==> src/verilog/tsr_pkg.sv <==
// Package for the translation scheme and regime selector.
// Assumes a single system clock domain and a plain register port master.
package tsr_pkg;
	// Translation scheme encodings.
	typedef enum logic [1:0] {
		TSR_SCH_SHORT = 2'h0,
		TSR_SCH_LONG32 = 2'h1,
		TSR_SCH_WIDE64 = 2'h2,
		TSR_SCH_RSVD = 2'h3
	} tsr_scheme_type;
	// Translation regime encodings.
	typedef enum logic [2:0] {
		TSR_RG_MONITOR = 3'h0,
		TSR_RG_SEC_GUEST = 3'h1,
		TSR_RG_NS_HYP = 3'h2,
		TSR_RG_SEC_HYP = 3'h3,
		TSR_RG_NS_GUEST_NOHYP = 3'h4,
		TSR_RG_NS_GUEST_HYP = 3'h5,
		TSR_RG_NS_IPA = 3'h6,
		TSR_RG_RSVD = 3'h7
	} tsr_regime_type;
	// Stage arrangement encodings.
	typedef enum logic [1:0] {
		TSR_ST_S1_BYPASS = 2'h0,
		TSR_ST_S1_S2 = 2'h1,
		TSR_ST_S2_ONLY = 2'h2,
		TSR_ST_NONE = 2'h3
	} tsr_stages_type;
	// Granule encodings.
	typedef enum logic [1:0] {
		TSR_GR_4K = 2'h0,
		TSR_GR_16K = 2'h1,
		TSR_GR_64K = 2'h2,
		TSR_GR_RSVD = 2'h3
	} tsr_granule_type;
	// Register indices of the context translation control block.
	localparam logic [3:0] TSR_ADDR_CTRL = 4'h0;
	localparam logic [3:0] TSR_ADDR_RANGE = 4'h4;
	localparam logic [3:0] TSR_ADDR_STATUS = 4'h8;
	localparam logic [3:0] TSR_ADDR_WIDTHS = 4'hC;
	// Control register field positions.
	localparam int TSR_CTRL_S1SCH_LSB = 0;
	localparam int TSR_CTRL_S2SCH_LSB = 2;
	localparam int TSR_CTRL_REGIME_LSB = 4;
	localparam int TSR_CTRL_GRAN_LSB = 8;
	localparam int TSR_CTRL_HYPBANK_BIT = 12;
	localparam int TSR_CTRL_MONBANK_BIT = 13;
	localparam int TSR_CTRL_WIDE_BIT = 14;
	localparam int TSR_CTRL_S2GRAN_LSB = 16;
	// Range register field positions.
	localparam int TSR_RANGE_LOW_LSB = 0;
	localparam int TSR_RANGE_UP_LSB = 8;
	// Reset values.
	localparam logic [31:0] TSR_CTRL_RESET = 32'h0000_0000;
	localparam logic [5:0] TSR_SIZE_RESET = 6'h10;
	// Widths of descriptors and addresses.
	localparam logic [6:0] TSR_DESC_32 = 7'h20;
	localparam logic [6:0] TSR_DESC_64 = 7'h40;
	localparam logic [5:0] TSR_OA_SHORT = 6'h20;
	localparam logic [5:0] TSR_OA_SHORT_BIG = 6'h28;
	localparam logic [5:0] TSR_OA_LONG32 = 6'h28;
	localparam logic [5:0] TSR_OA_WIDE64 = 6'h30;
	localparam logic [5:0] TSR_IA_32 = 6'h20;
	localparam logic [5:0] TSR_IA_WIDE64 = 6'h31;
	localparam int TSR_VA_SEL_BIT = 48;
	localparam int TSR_VA_W = 49;
	// Register bus carrier.
	typedef struct packed {
		logic [3:0] addr;
		logic [31:0] wdata;
		logic wr;
		logic rd;
	} tsr_bus_type;
	// Per-transaction lookup carrier.
	typedef struct packed {
		logic valid;
		logic [63:0] addr;
		logic big_page;
	} tsr_lookup_type;
	// Lookup result carrier.
	typedef struct packed {
		logic valid;
		logic lower_hit;
		logic upper_hit;
		logic fault;
	} tsr_result_type;
endpackage

==> src/verilog/tsr_regime_select.sv <==
// Scheme, granule, stage and address-range selection for one translation context.
// Assumes synchronous inputs on clk and a register master that never needs a wait.
//
// The plain strobed port and the register addresses were decided locally.
`timescale 1ns/10ps
// Function
// - Short scheme walks 32-bit descriptors
// - Short output 32 bits, 40 with big pages
// - Short scheme only at first stage
// - Long32 uses 64-bit descriptors, 40-bit output
// - Wide scheme 64-bit descriptors, 49-bit input
// - Wide scheme 48-bit output, two ranges
// - Both 32-bit schemes use 4KB granule
// - Long32 first stage 4KB, second stage also 4KB only
// - Wide scheme granule 4KB, 16KB or 64KB
// - Guest first stage splits two subranges
// - Lower range starts at zero upward
// - Upper range ends at all ones
// - Wide scheme always gap, long32 optional
// - Bit 48 selects lower or upper
// - Two stages only for non-secure guest
// - Monitor regime only via monitor bank
// - Hypervisor regimes only on hyp banks, long32 unless wide
// - Second-stage-only context for IPA space
// - Guest with hypervisor: stage 2 long32/wide
// - Wide addressing uses wide at all stages
module tsr_regime_select (
	input wire logic clk,
	input wire logic rst_n,
	input wire tsr_pkg::tsr_bus_type bus,
	output logic [31:0] rdata,
	input wire tsr_pkg::tsr_lookup_type lookup,
	output tsr_pkg::tsr_result_type result_reg,
	output logic config_error,
	output logic [1:0] stages
);
	import tsr_pkg::*;

	// Software-written control word and range sizes.
	logic [31:0] ctrl_reg;
	logic [5:0] low_size_reg;
	logic [5:0] up_size_reg;
	// Sticky record of lookups that fell into the gap.
	logic gap_seen_reg;
	logic [31:0] rdata_reg;

	// Decoded fields of the control word.
	tsr_scheme_type s1_scheme;
	tsr_scheme_type s2_scheme;
	tsr_regime_type regime;
	tsr_granule_type gran;
	tsr_granule_type s2_gran;
	logic hyp_bank;
	logic mon_bank;
	logic wide_mode;
	assign s1_scheme = tsr_scheme_type'(ctrl_reg[TSR_CTRL_S1SCH_LSB +: 2]);
	assign s2_scheme = tsr_scheme_type'(ctrl_reg[TSR_CTRL_S2SCH_LSB +: 2]);
	assign regime = tsr_regime_type'(ctrl_reg[TSR_CTRL_REGIME_LSB +: 3]);
	assign gran = tsr_granule_type'(ctrl_reg[TSR_CTRL_GRAN_LSB +: 2]);
	assign s2_gran = tsr_granule_type'(ctrl_reg[TSR_CTRL_S2GRAN_LSB +: 2]);
	assign hyp_bank = ctrl_reg[TSR_CTRL_HYPBANK_BIT];
	assign mon_bank = ctrl_reg[TSR_CTRL_MONBANK_BIT];
	assign wide_mode = ctrl_reg[TSR_CTRL_WIDE_BIT];

	// Register writes; the status bit is handled in its own process.
	always_ff @(posedge clk or negedge rst_n) begin
		if (!rst_n) begin
			ctrl_reg <= TSR_CTRL_RESET;
			low_size_reg <= TSR_SIZE_RESET;
			up_size_reg <= TSR_SIZE_RESET;
		end else if (bus.wr) begin
			// Unmapped addresses are ignored on write.
			if (bus.addr == TSR_ADDR_CTRL) begin
				ctrl_reg <= bus.wdata;
			end else if (bus.addr == TSR_ADDR_RANGE) begin
				low_size_reg <= bus.wdata[TSR_RANGE_LOW_LSB +: 6];
				up_size_reg <= bus.wdata[TSR_RANGE_UP_LSB +: 6];
			end
		end
	end

	// Stage arrangement per regime.
	logic stage_bad;
	always_comb begin
		stage_bad = 1'b0;
		unique case (regime)
			TSR_RG_MONITOR: begin
				stages = TSR_ST_S1_BYPASS;
				stage_bad = !mon_bank;
			end
			TSR_RG_SEC_GUEST, TSR_RG_NS_GUEST_NOHYP: begin
				stages = TSR_ST_S1_BYPASS;
				stage_bad = hyp_bank || mon_bank;
			end
			TSR_RG_NS_HYP, TSR_RG_SEC_HYP: begin
				stages = TSR_ST_S1_BYPASS;
				stage_bad = !hyp_bank || (!wide_mode && s1_scheme != TSR_SCH_LONG32);
			end
			// two stages for the non-secure guest
			TSR_RG_NS_GUEST_HYP: begin
				stages = TSR_ST_S1_S2;
				stage_bad = hyp_bank || mon_bank;
			end
			TSR_RG_NS_IPA: begin
				stages = TSR_ST_S2_ONLY;
				stage_bad = hyp_bank || mon_bank;
			end
			default: begin
				stages = TSR_ST_NONE;
				stage_bad = 1'b1;
			end
		endcase
	end

	// Scheme legality per stage.
	logic s1_used;
	logic s2_used;
	logic scheme_bad;
	assign s1_used = (stages == TSR_ST_S1_BYPASS) || (stages == TSR_ST_S1_S2);
	assign s2_used = (stages == TSR_ST_S1_S2) || (stages == TSR_ST_S2_ONLY);
	always_comb begin
		scheme_bad = 1'b0;
		if (s1_used && s1_scheme == TSR_SCH_RSVD) begin
			scheme_bad = 1'b1;
		end
		// no short scheme at stage two
		if (s2_used && (s2_scheme == TSR_SCH_SHORT || s2_scheme == TSR_SCH_RSVD)) begin
			scheme_bad = 1'b1;
		end
		// no wide scheme at two-stage guest stage one outside wide mode
		if (!wide_mode && stages == TSR_ST_S1_S2 && s1_scheme == TSR_SCH_WIDE64) begin
			scheme_bad = 1'b1;
		end
		if (wide_mode && s1_used && s1_scheme != TSR_SCH_WIDE64) begin
			scheme_bad = 1'b1;
		end
		if (wide_mode && s2_used && s2_scheme != TSR_SCH_WIDE64) begin
			scheme_bad = 1'b1;
		end
	end

	// Granule legality; the 32-bit schemes are fixed at 4KB.
	logic gran_bad;
	always_comb begin
		gran_bad = 1'b0;
		if (s1_used && s1_scheme != TSR_SCH_WIDE64 && gran != TSR_GR_4K) begin
			gran_bad = 1'b1;
		end
		if (s2_used && s2_scheme == TSR_SCH_LONG32 && s2_gran != TSR_GR_4K) begin
			gran_bad = 1'b1;
		end
		if (s1_used && s1_scheme == TSR_SCH_WIDE64 && gran == TSR_GR_RSVD) begin
			gran_bad = 1'b1;
		end
		if (s2_used && s2_scheme == TSR_SCH_WIDE64 && s2_gran == TSR_GR_RSVD) begin
			gran_bad = 1'b1;
		end
	end
	assign config_error = stage_bad || scheme_bad || gran_bad;

	// Width figures for the walking scheme: stage two when only stage two is used, else stage one.
	tsr_scheme_type walk_scheme;
	logic [6:0] desc_width;
	logic [5:0] in_width;
	logic [5:0] out_width;
	assign walk_scheme = (stages == TSR_ST_S2_ONLY) ? s2_scheme : s1_scheme;
	always_comb begin
		unique case (walk_scheme)
			TSR_SCH_SHORT: begin
				desc_width = TSR_DESC_32;
				in_width = TSR_IA_32;
				out_width = lookup.big_page ? TSR_OA_SHORT_BIG : TSR_OA_SHORT;
			end
			TSR_SCH_LONG32: begin
				desc_width = TSR_DESC_64;
				in_width = TSR_IA_32;
				out_width = TSR_OA_LONG32;
			end
			TSR_SCH_WIDE64: begin
				desc_width = TSR_DESC_64;
				in_width = TSR_IA_WIDE64;
				out_width = TSR_OA_WIDE64;
			end
			default: begin
				desc_width = 7'h00;
				in_width = 6'h00;
				out_width = 6'h00;
			end
		endcase
	end

	// Range decode; sizes give the address bits each subrange spans.
	logic split_active;
	logic [63:0] va;
	logic lo_hit;
	logic up_hit;
	logic [63:0] lo_limit;
	logic [63:0] up_base;
	assign split_active = (regime == TSR_RG_NS_GUEST_HYP || regime == TSR_RG_NS_GUEST_NOHYP
		|| regime == TSR_RG_SEC_GUEST) && s1_used;
	assign va = lookup.addr;
	assign lo_limit = 64'h0000_0000_0000_0001 << low_size_reg;
	// upper range down from all ones
	assign up_base = ~((64'h0000_0000_0000_0001 << up_size_reg) - 64'h0000_0000_0000_0001);
	always_comb begin
		lo_hit = 1'b0;
		up_hit = 1'b0;
		if (walk_scheme == TSR_SCH_WIDE64) begin
			// bit 48 picks the subrange; upper-range addresses are sign-extended from it, lower ones are compared in full
			if (!va[TSR_VA_SEL_BIT]) begin
				lo_hit = va < lo_limit;
			end else begin
				up_hit = {{15{1'b1}}, va[TSR_VA_W-1:0]} >= up_base;
			end
		end else begin
			lo_hit = va[31:0] < lo_limit[31:0] || low_size_reg >= 6'h20;
			up_hit = !lo_hit && {32'hFFFF_FFFF, va[31:0]} >= up_base;
			if (!split_active) begin
				lo_hit = 1'b1;
				up_hit = 1'b0;
			end
		end
		if (walk_scheme == TSR_SCH_WIDE64 && !split_active) begin
			lo_hit = !va[TSR_VA_SEL_BIT];
			up_hit = 1'b0;
		end
	end

	// Registered lookup result; a gap address faults instead of translating.
	always_ff @(posedge clk or negedge rst_n) begin
		if (!rst_n) begin
			result_reg <= '0;
		end else begin
			result_reg.valid <= lookup.valid;
			result_reg.lower_hit <= lookup.valid && lo_hit && !config_error;
			result_reg.upper_hit <= lookup.valid && up_hit && !config_error;
			result_reg.fault <= lookup.valid && (config_error || (!lo_hit && !up_hit));
		end
	end

	// Sticky gap flag; a new event wins over a clearing write.
	always_ff @(posedge clk or negedge rst_n) begin
		if (!rst_n) begin
			gap_seen_reg <= 1'b0;
		end else if (lookup.valid && !lo_hit && !up_hit) begin
			gap_seen_reg <= 1'b1;
		end else if (bus.wr && bus.addr == TSR_ADDR_STATUS && bus.wdata[0]) begin
			gap_seen_reg <= 1'b0;
		end
	end

	// Read data in the cycle after the read strobe; unmapped reads return zero.
	always_ff @(posedge clk or negedge rst_n) begin
		if (!rst_n) begin
			rdata_reg <= 32'h0000_0000;
		end else if (bus.rd) begin
			unique case (bus.addr)
				TSR_ADDR_CTRL: rdata_reg <= ctrl_reg;
				TSR_ADDR_RANGE: rdata_reg <= {18'h00000, up_size_reg, 2'h0, low_size_reg};
				TSR_ADDR_STATUS: rdata_reg <= {28'h0000000, stages, config_error, gap_seen_reg};
				TSR_ADDR_WIDTHS: rdata_reg <= {9'h000, desc_width, 2'h0, out_width, 2'h0, in_width};
				default: rdata_reg <= 32'h0000_0000;
			endcase
		end else begin
			rdata_reg <= 32'h0000_0000;
		end
	end
	assign rdata = rdata_reg;

	// Checks.
	chk_short_stage2: assert property (@(posedge clk) disable iff (!rst_n)
		(s2_used && s2_scheme == TSR_SCH_SHORT) |-> config_error)
		else $error("short scheme accepted at stage two");
	chk_two_stage_regime: assert property (@(posedge clk) disable iff (!rst_n)
		(stages == TSR_ST_S1_S2) |-> (regime == TSR_RG_NS_GUEST_HYP))
		else $error("two stages outside guest regime");
	chk_monitor_bank: assert property (@(posedge clk) disable iff (!rst_n)
		(regime == TSR_RG_MONITOR && !mon_bank) |-> config_error)
		else $error("monitor regime off monitor bank");
	chk_hyp_long: assert property (@(posedge clk) disable iff (!rst_n)
		(regime == TSR_RG_NS_HYP && !wide_mode && s1_scheme == TSR_SCH_SHORT) |-> config_error)
		else $error("hypervisor regime with short scheme");
	chk_gap_fault: assert property (@(posedge clk) disable iff (!rst_n)
		(lookup.valid && !lo_hit && !up_hit) |=> (result_reg.fault && gap_seen_reg))
		else $error("gap address not faulted");
	chk_wide_width: assert property (@(posedge clk) disable iff (!rst_n)
		(walk_scheme == TSR_SCH_WIDE64) |-> (in_width == TSR_IA_WIDE64 && desc_width == TSR_DESC_64))
		else $error("wide scheme widths wrong");
	chk_short_width: assert property (@(posedge clk) disable iff (!rst_n)
		(walk_scheme == TSR_SCH_SHORT && !lookup.big_page) |-> (out_width == TSR_OA_SHORT))
		else $error("short output width wrong");
	chk_gran_32: assert property (@(posedge clk) disable iff (!rst_n)
		(s1_used && s1_scheme == TSR_SCH_LONG32 && gran != TSR_GR_4K) |-> config_error)
		else $error("non 4KB granule for 32-bit scheme");
	chk_read_once: assert property (@(posedge clk) disable iff (!rst_n)
		!$past(bus.rd) |-> (rdata == 32'h0000_0000))
		else $error("read data outside its cycle");
	cov_two_stage: cover property (@(posedge clk) disable iff (!rst_n) stages == TSR_ST_S1_S2 && !config_error);
	cov_upper_hit: cover property (@(posedge clk) disable iff (!rst_n) result_reg.upper_hit);
	cov_gap: cover property (@(posedge clk) disable iff (!rst_n) result_reg.fault && !config_error);
endmodule

==> config.mk <==
export PLATFORM = sky130hd
export DESIGN_NAME = tsr_regime_select
export DESIGN_NICKNAME = d
export VERILOG_FILES = /design/src/verilog/tsr_pkg.sv /design/src/verilog/tsr_regime_select.sv
export SDC_FILE = /design/constraint.sdc
export NUM_CORES = 1
export LEC_CHECK = 0
export BUFFER_PORTS_ARGS = -buffer_cell sky130_fd_sc_hd__buf_2
export CORE_AREA = 5 5 118 120
export CTS_CLUSTER_SIZE = 12
export DETAILED_ROUTE_END_ITERATION = 8
export DIE_AREA = 0 0 123 125
export HOLD_SLACK_MARGIN = 0.02
export PLACE_DENSITY = 0.91
export SLEW_MARGIN = 20
export SYNTH_ARGS = -nofsm -noshare
export SYNTH_HDL_FRONTEND = slang
export SYNTH_SLANG_ARGS = --single-unit
==> constraint.sdc <==
create_clock -name clk -period 4.68 [get_ports clk]
set_clock_uncertainty 0.05 [all_clocks]
set_input_delay 0.468 -clock clk [delete_from_list [all_inputs] [get_ports clk]]
set_output_delay 0.468 -clock clk [all_outputs]
set_load 0.02 [all_outputs]
==> summary.txt <==
Clock network
  • CTS Buf Count: 9
  • Sink Count: 81
  • CTS Buffer Depth: 2
  • CTS Root Cell: clkbuf_16
  • Worst-Skew Late Latency: 0.35 ns
  • CTS tree: built
  • CTS clk-pin slew, worst paths: 0.07 ns
  • H-tree depth: 3

Critical path
  • Reg2reg setup slack: 0.49 ns
  • Worst Path Max Fanout: 12
  • Crit path kind: reg2reg
  • R2R depth: 16
  • Top Family by Delay on Critical Path: compound AO/OA/AOI/OAI gates
  • CP max-delay cell: dfrtp_1
  • WP buf/inv: 0
  • Critical R2R Launch: up_size_reg[2]$_DFFE_PN0P_
  • Crit-path max cell delay: 0.51 ns
  • Crit-path cells: or3_1, nor2_1, nor3_1, nor2_2, nor3_1, a21oi_1, o21ai_0, ha_1, a21oi_1, nand2_1, a221oi_1, o211ai_1, a41oi_1, o2111ai_1, and3_1, o31ai_1
  • Critical Path Sink Type: flop
  • Worst setup SP type: flop
  • Arr. time, crit path: 4.37 ns
  • Worst r2r dst: result_reg[0]$_DFF_PN0_
  • Critical path required time: 4.87 ns

Outcome
  • Status: finished, final reports clean

STA
  • Hold violation total from the final report: 0
  • Slew @ Worst Pin: 0.980 ns
  • Max Fclk: 239 MHz
  • Tcrit/Tclk final: 0.894
  • Final Max Slew Viols: 0
  • Worst slew margin: 0.347
  • Unrepaired setup endpoints after global routing: false
  • Period minus WS final: 4.19 ns
  • Slack of the critical path: 0.494 ns
  • Final setup vio count: 0
  • Setup total negative slack: 0 ns

Min path
  • Hold Crit Class: in2async

Place
  • Hpwl dp: 16.8 mm
  • Pre-CTS setup slack: 0.439 ns
  • Gpl congestion: 0.988
  • Dpl cell area: 8050 sq um
  • Port-buffer cells: 144

Pwr
  • Pwr dens: 362 nW/um^2
  • Max VDD drop: 0.000229 V
  • Leakage: 4.03 nW

Floorplan
  • Die Y: 125 microns
  • Ports: 145
  • Row cnt: 42
  • Die ar.: 15,400 sq um
  • Die span in x: 123 microns
  • Core ar.: 12,900 sq um
  • Starting density of the core: 0.552

Route
  • Detailed Routing Iterations Pass 1: 5
  • Antenna Nets Post-Route: 0
  • Via count: 7,028
  • Starting DRT DRC Count: 487
  • Drt total wl: 21.9 mm
  • DRC viols: 0
  • Routed len/inst: 19.1 microns
  • Vias/cell: 6.12

Global route
  • Total GRT Usage: 0.288
  • Pin count of the biggest net entering global routing: 82
  • Initial antenna violation count: 4
  • Grt total ovfl: 0
  • Vias in the first global route: 7,160
  • First-pass GRT wire length: 35.6 mm

Synthesis
  • Post-synth EDFFs: 0
  • Sequential share of the synthesized area: 0.286
  • Syn avg cell area: 8.58 sq um
  • Syn nets: 1,056
  • Most frequent cell after synthesis: nand2_1
  • Ys async rst share: 1.00
  • Synth warn: 0
  • #FFs+latches synth: 81
  • Dominant cell type by area after synthesis: dfrtp_1
  • Top post-synthesis cells by area: dfrtp_1 28%, ha_1 21%, mux2_2 7.0%
  • Yosys top cell area share: 0.278
  • Synth cell types: 61
  • Main synth FF type: dfrtp_1
  • Synth Instances: 828
  • Cell Area, Synth: 7110 sq um
  • Synth top cells by count: 129 x nand2_1, 122 x ha_1, 79 x dfrtp_1

Finish
  • Layout cells sized above 1: 0.251
  • Area growth from synthesis to final layout: 17.6%
  • NumNets Final: 1,191
  • Post-route cell area: 8360 sq um

Run
  • Max cap viols: 0
-- through the flow --
stage | hold WS, ns | std cells | utilization | power, mW
after floorplan | 0.122 | 828 | - | 1.85
after global placement | 0.428 | 1128 | 0.625 | 2.26
after detailed placement | 0.438 | 1128 | 0.625 | 2.31
after CTS | 0.226 | 1144 | 0.648 | 3.00
after global routing | 0.230 | 1148 | 0.649 | 3.25
final | 0.224 | 1148 | 0.649 | 3.02
-- power by group --
| part | total (mW) | internal (mW) | switching (mW) |
|---|---|---|---|
| clock network | 0.681 | 0.370 | 0.311 |
| logic | 1.40 | 0.560 | 0.845 |
| registers | 0.939 | 0.801 | 0.138 |
| total | 3.02 | 1.73 | 1.29 |
-- layout by cell type (no fill, tap or decap), types with 11 or more instances in the layout --
master	netlist	routed
nand4_1	15	15
buf_4	0	21
dfrtp_1	79	79
inv_1	24	24
a21o_1	11	11
nor3_1	17	16
o21ai_0	58	58
mux2_2	44	44
and3_1	23	23
a22oi_1	14	14
ha_1	122	122
buf_2	3	143
nor2_1	62	61
nand3_1	16	16
nand2_1	129	129
a21oi_1	48	48
-- cells by family (layout without fill, tap and decap cells) --
group           count (synthesis)  in the layout  synth area share
xor+xnor                        4              4           0.00493
fa+ha+maj                     122            122             0.215
simple gates                  310            310             0.204
mux                            48             48            0.0753
other cells                     0              4                 0
flops                          81             81             0.286
buf+inv                        66            206            0.0364
compound gates                197            197             0.179
-- worst max-delay path by stage --
stage                                     startpoint                        to  cells past startpoint
after CTS                 up_size_reg[5]$_DFFE_PN0P_   result_reg[0]$_DFF_PN0_                     19
after global placement    up_size_reg[5]$_DFFE_PN0P_  gap_seen_reg$_DFFE_PN0P_                     19
after detailed placement  up_size_reg[5]$_DFFE_PN0P_   result_reg[0]$_DFF_PN0_                     19
after global routing      up_size_reg[2]$_DFFE_PN0P_   result_reg[0]$_DFF_PN0_                     16
after floorplan           up_size_reg[0]$_DFFE_PN0P_   result_reg[1]$_DFF_PN0_                     19
final                     up_size_reg[2]$_DFFE_PN0P_   result_reg[0]$_DFF_PN0_                     16
-- cell type report --
class                      count  area (sq um)
clock buffer                   9           225
timing repair buffer         164           873
multi-input combinational    681          4840
sequential                    81          2030
fill                        1047          4520
tap                          176           220
antenna                        4          10.0
clock inverter                 7          62.6
inverter                      26          97.6
-- repair_timing --
item	4_1_cts	5_1_grt
setup endpoints to repair	0	3
gates resized for setup	0	2
hold buffers	0	0
setup buffers	0	0
-- metal layers --
metal  global-route usage  share of wire  up-vias
met3               0.0501          0.077       71
met5                    0              0        -
met1                0.368           0.40     3305
met4                0.117          0.041        0
li1                     -              -     3296
met2                0.479           0.49      356
Power figures use the tool's default switching activity.
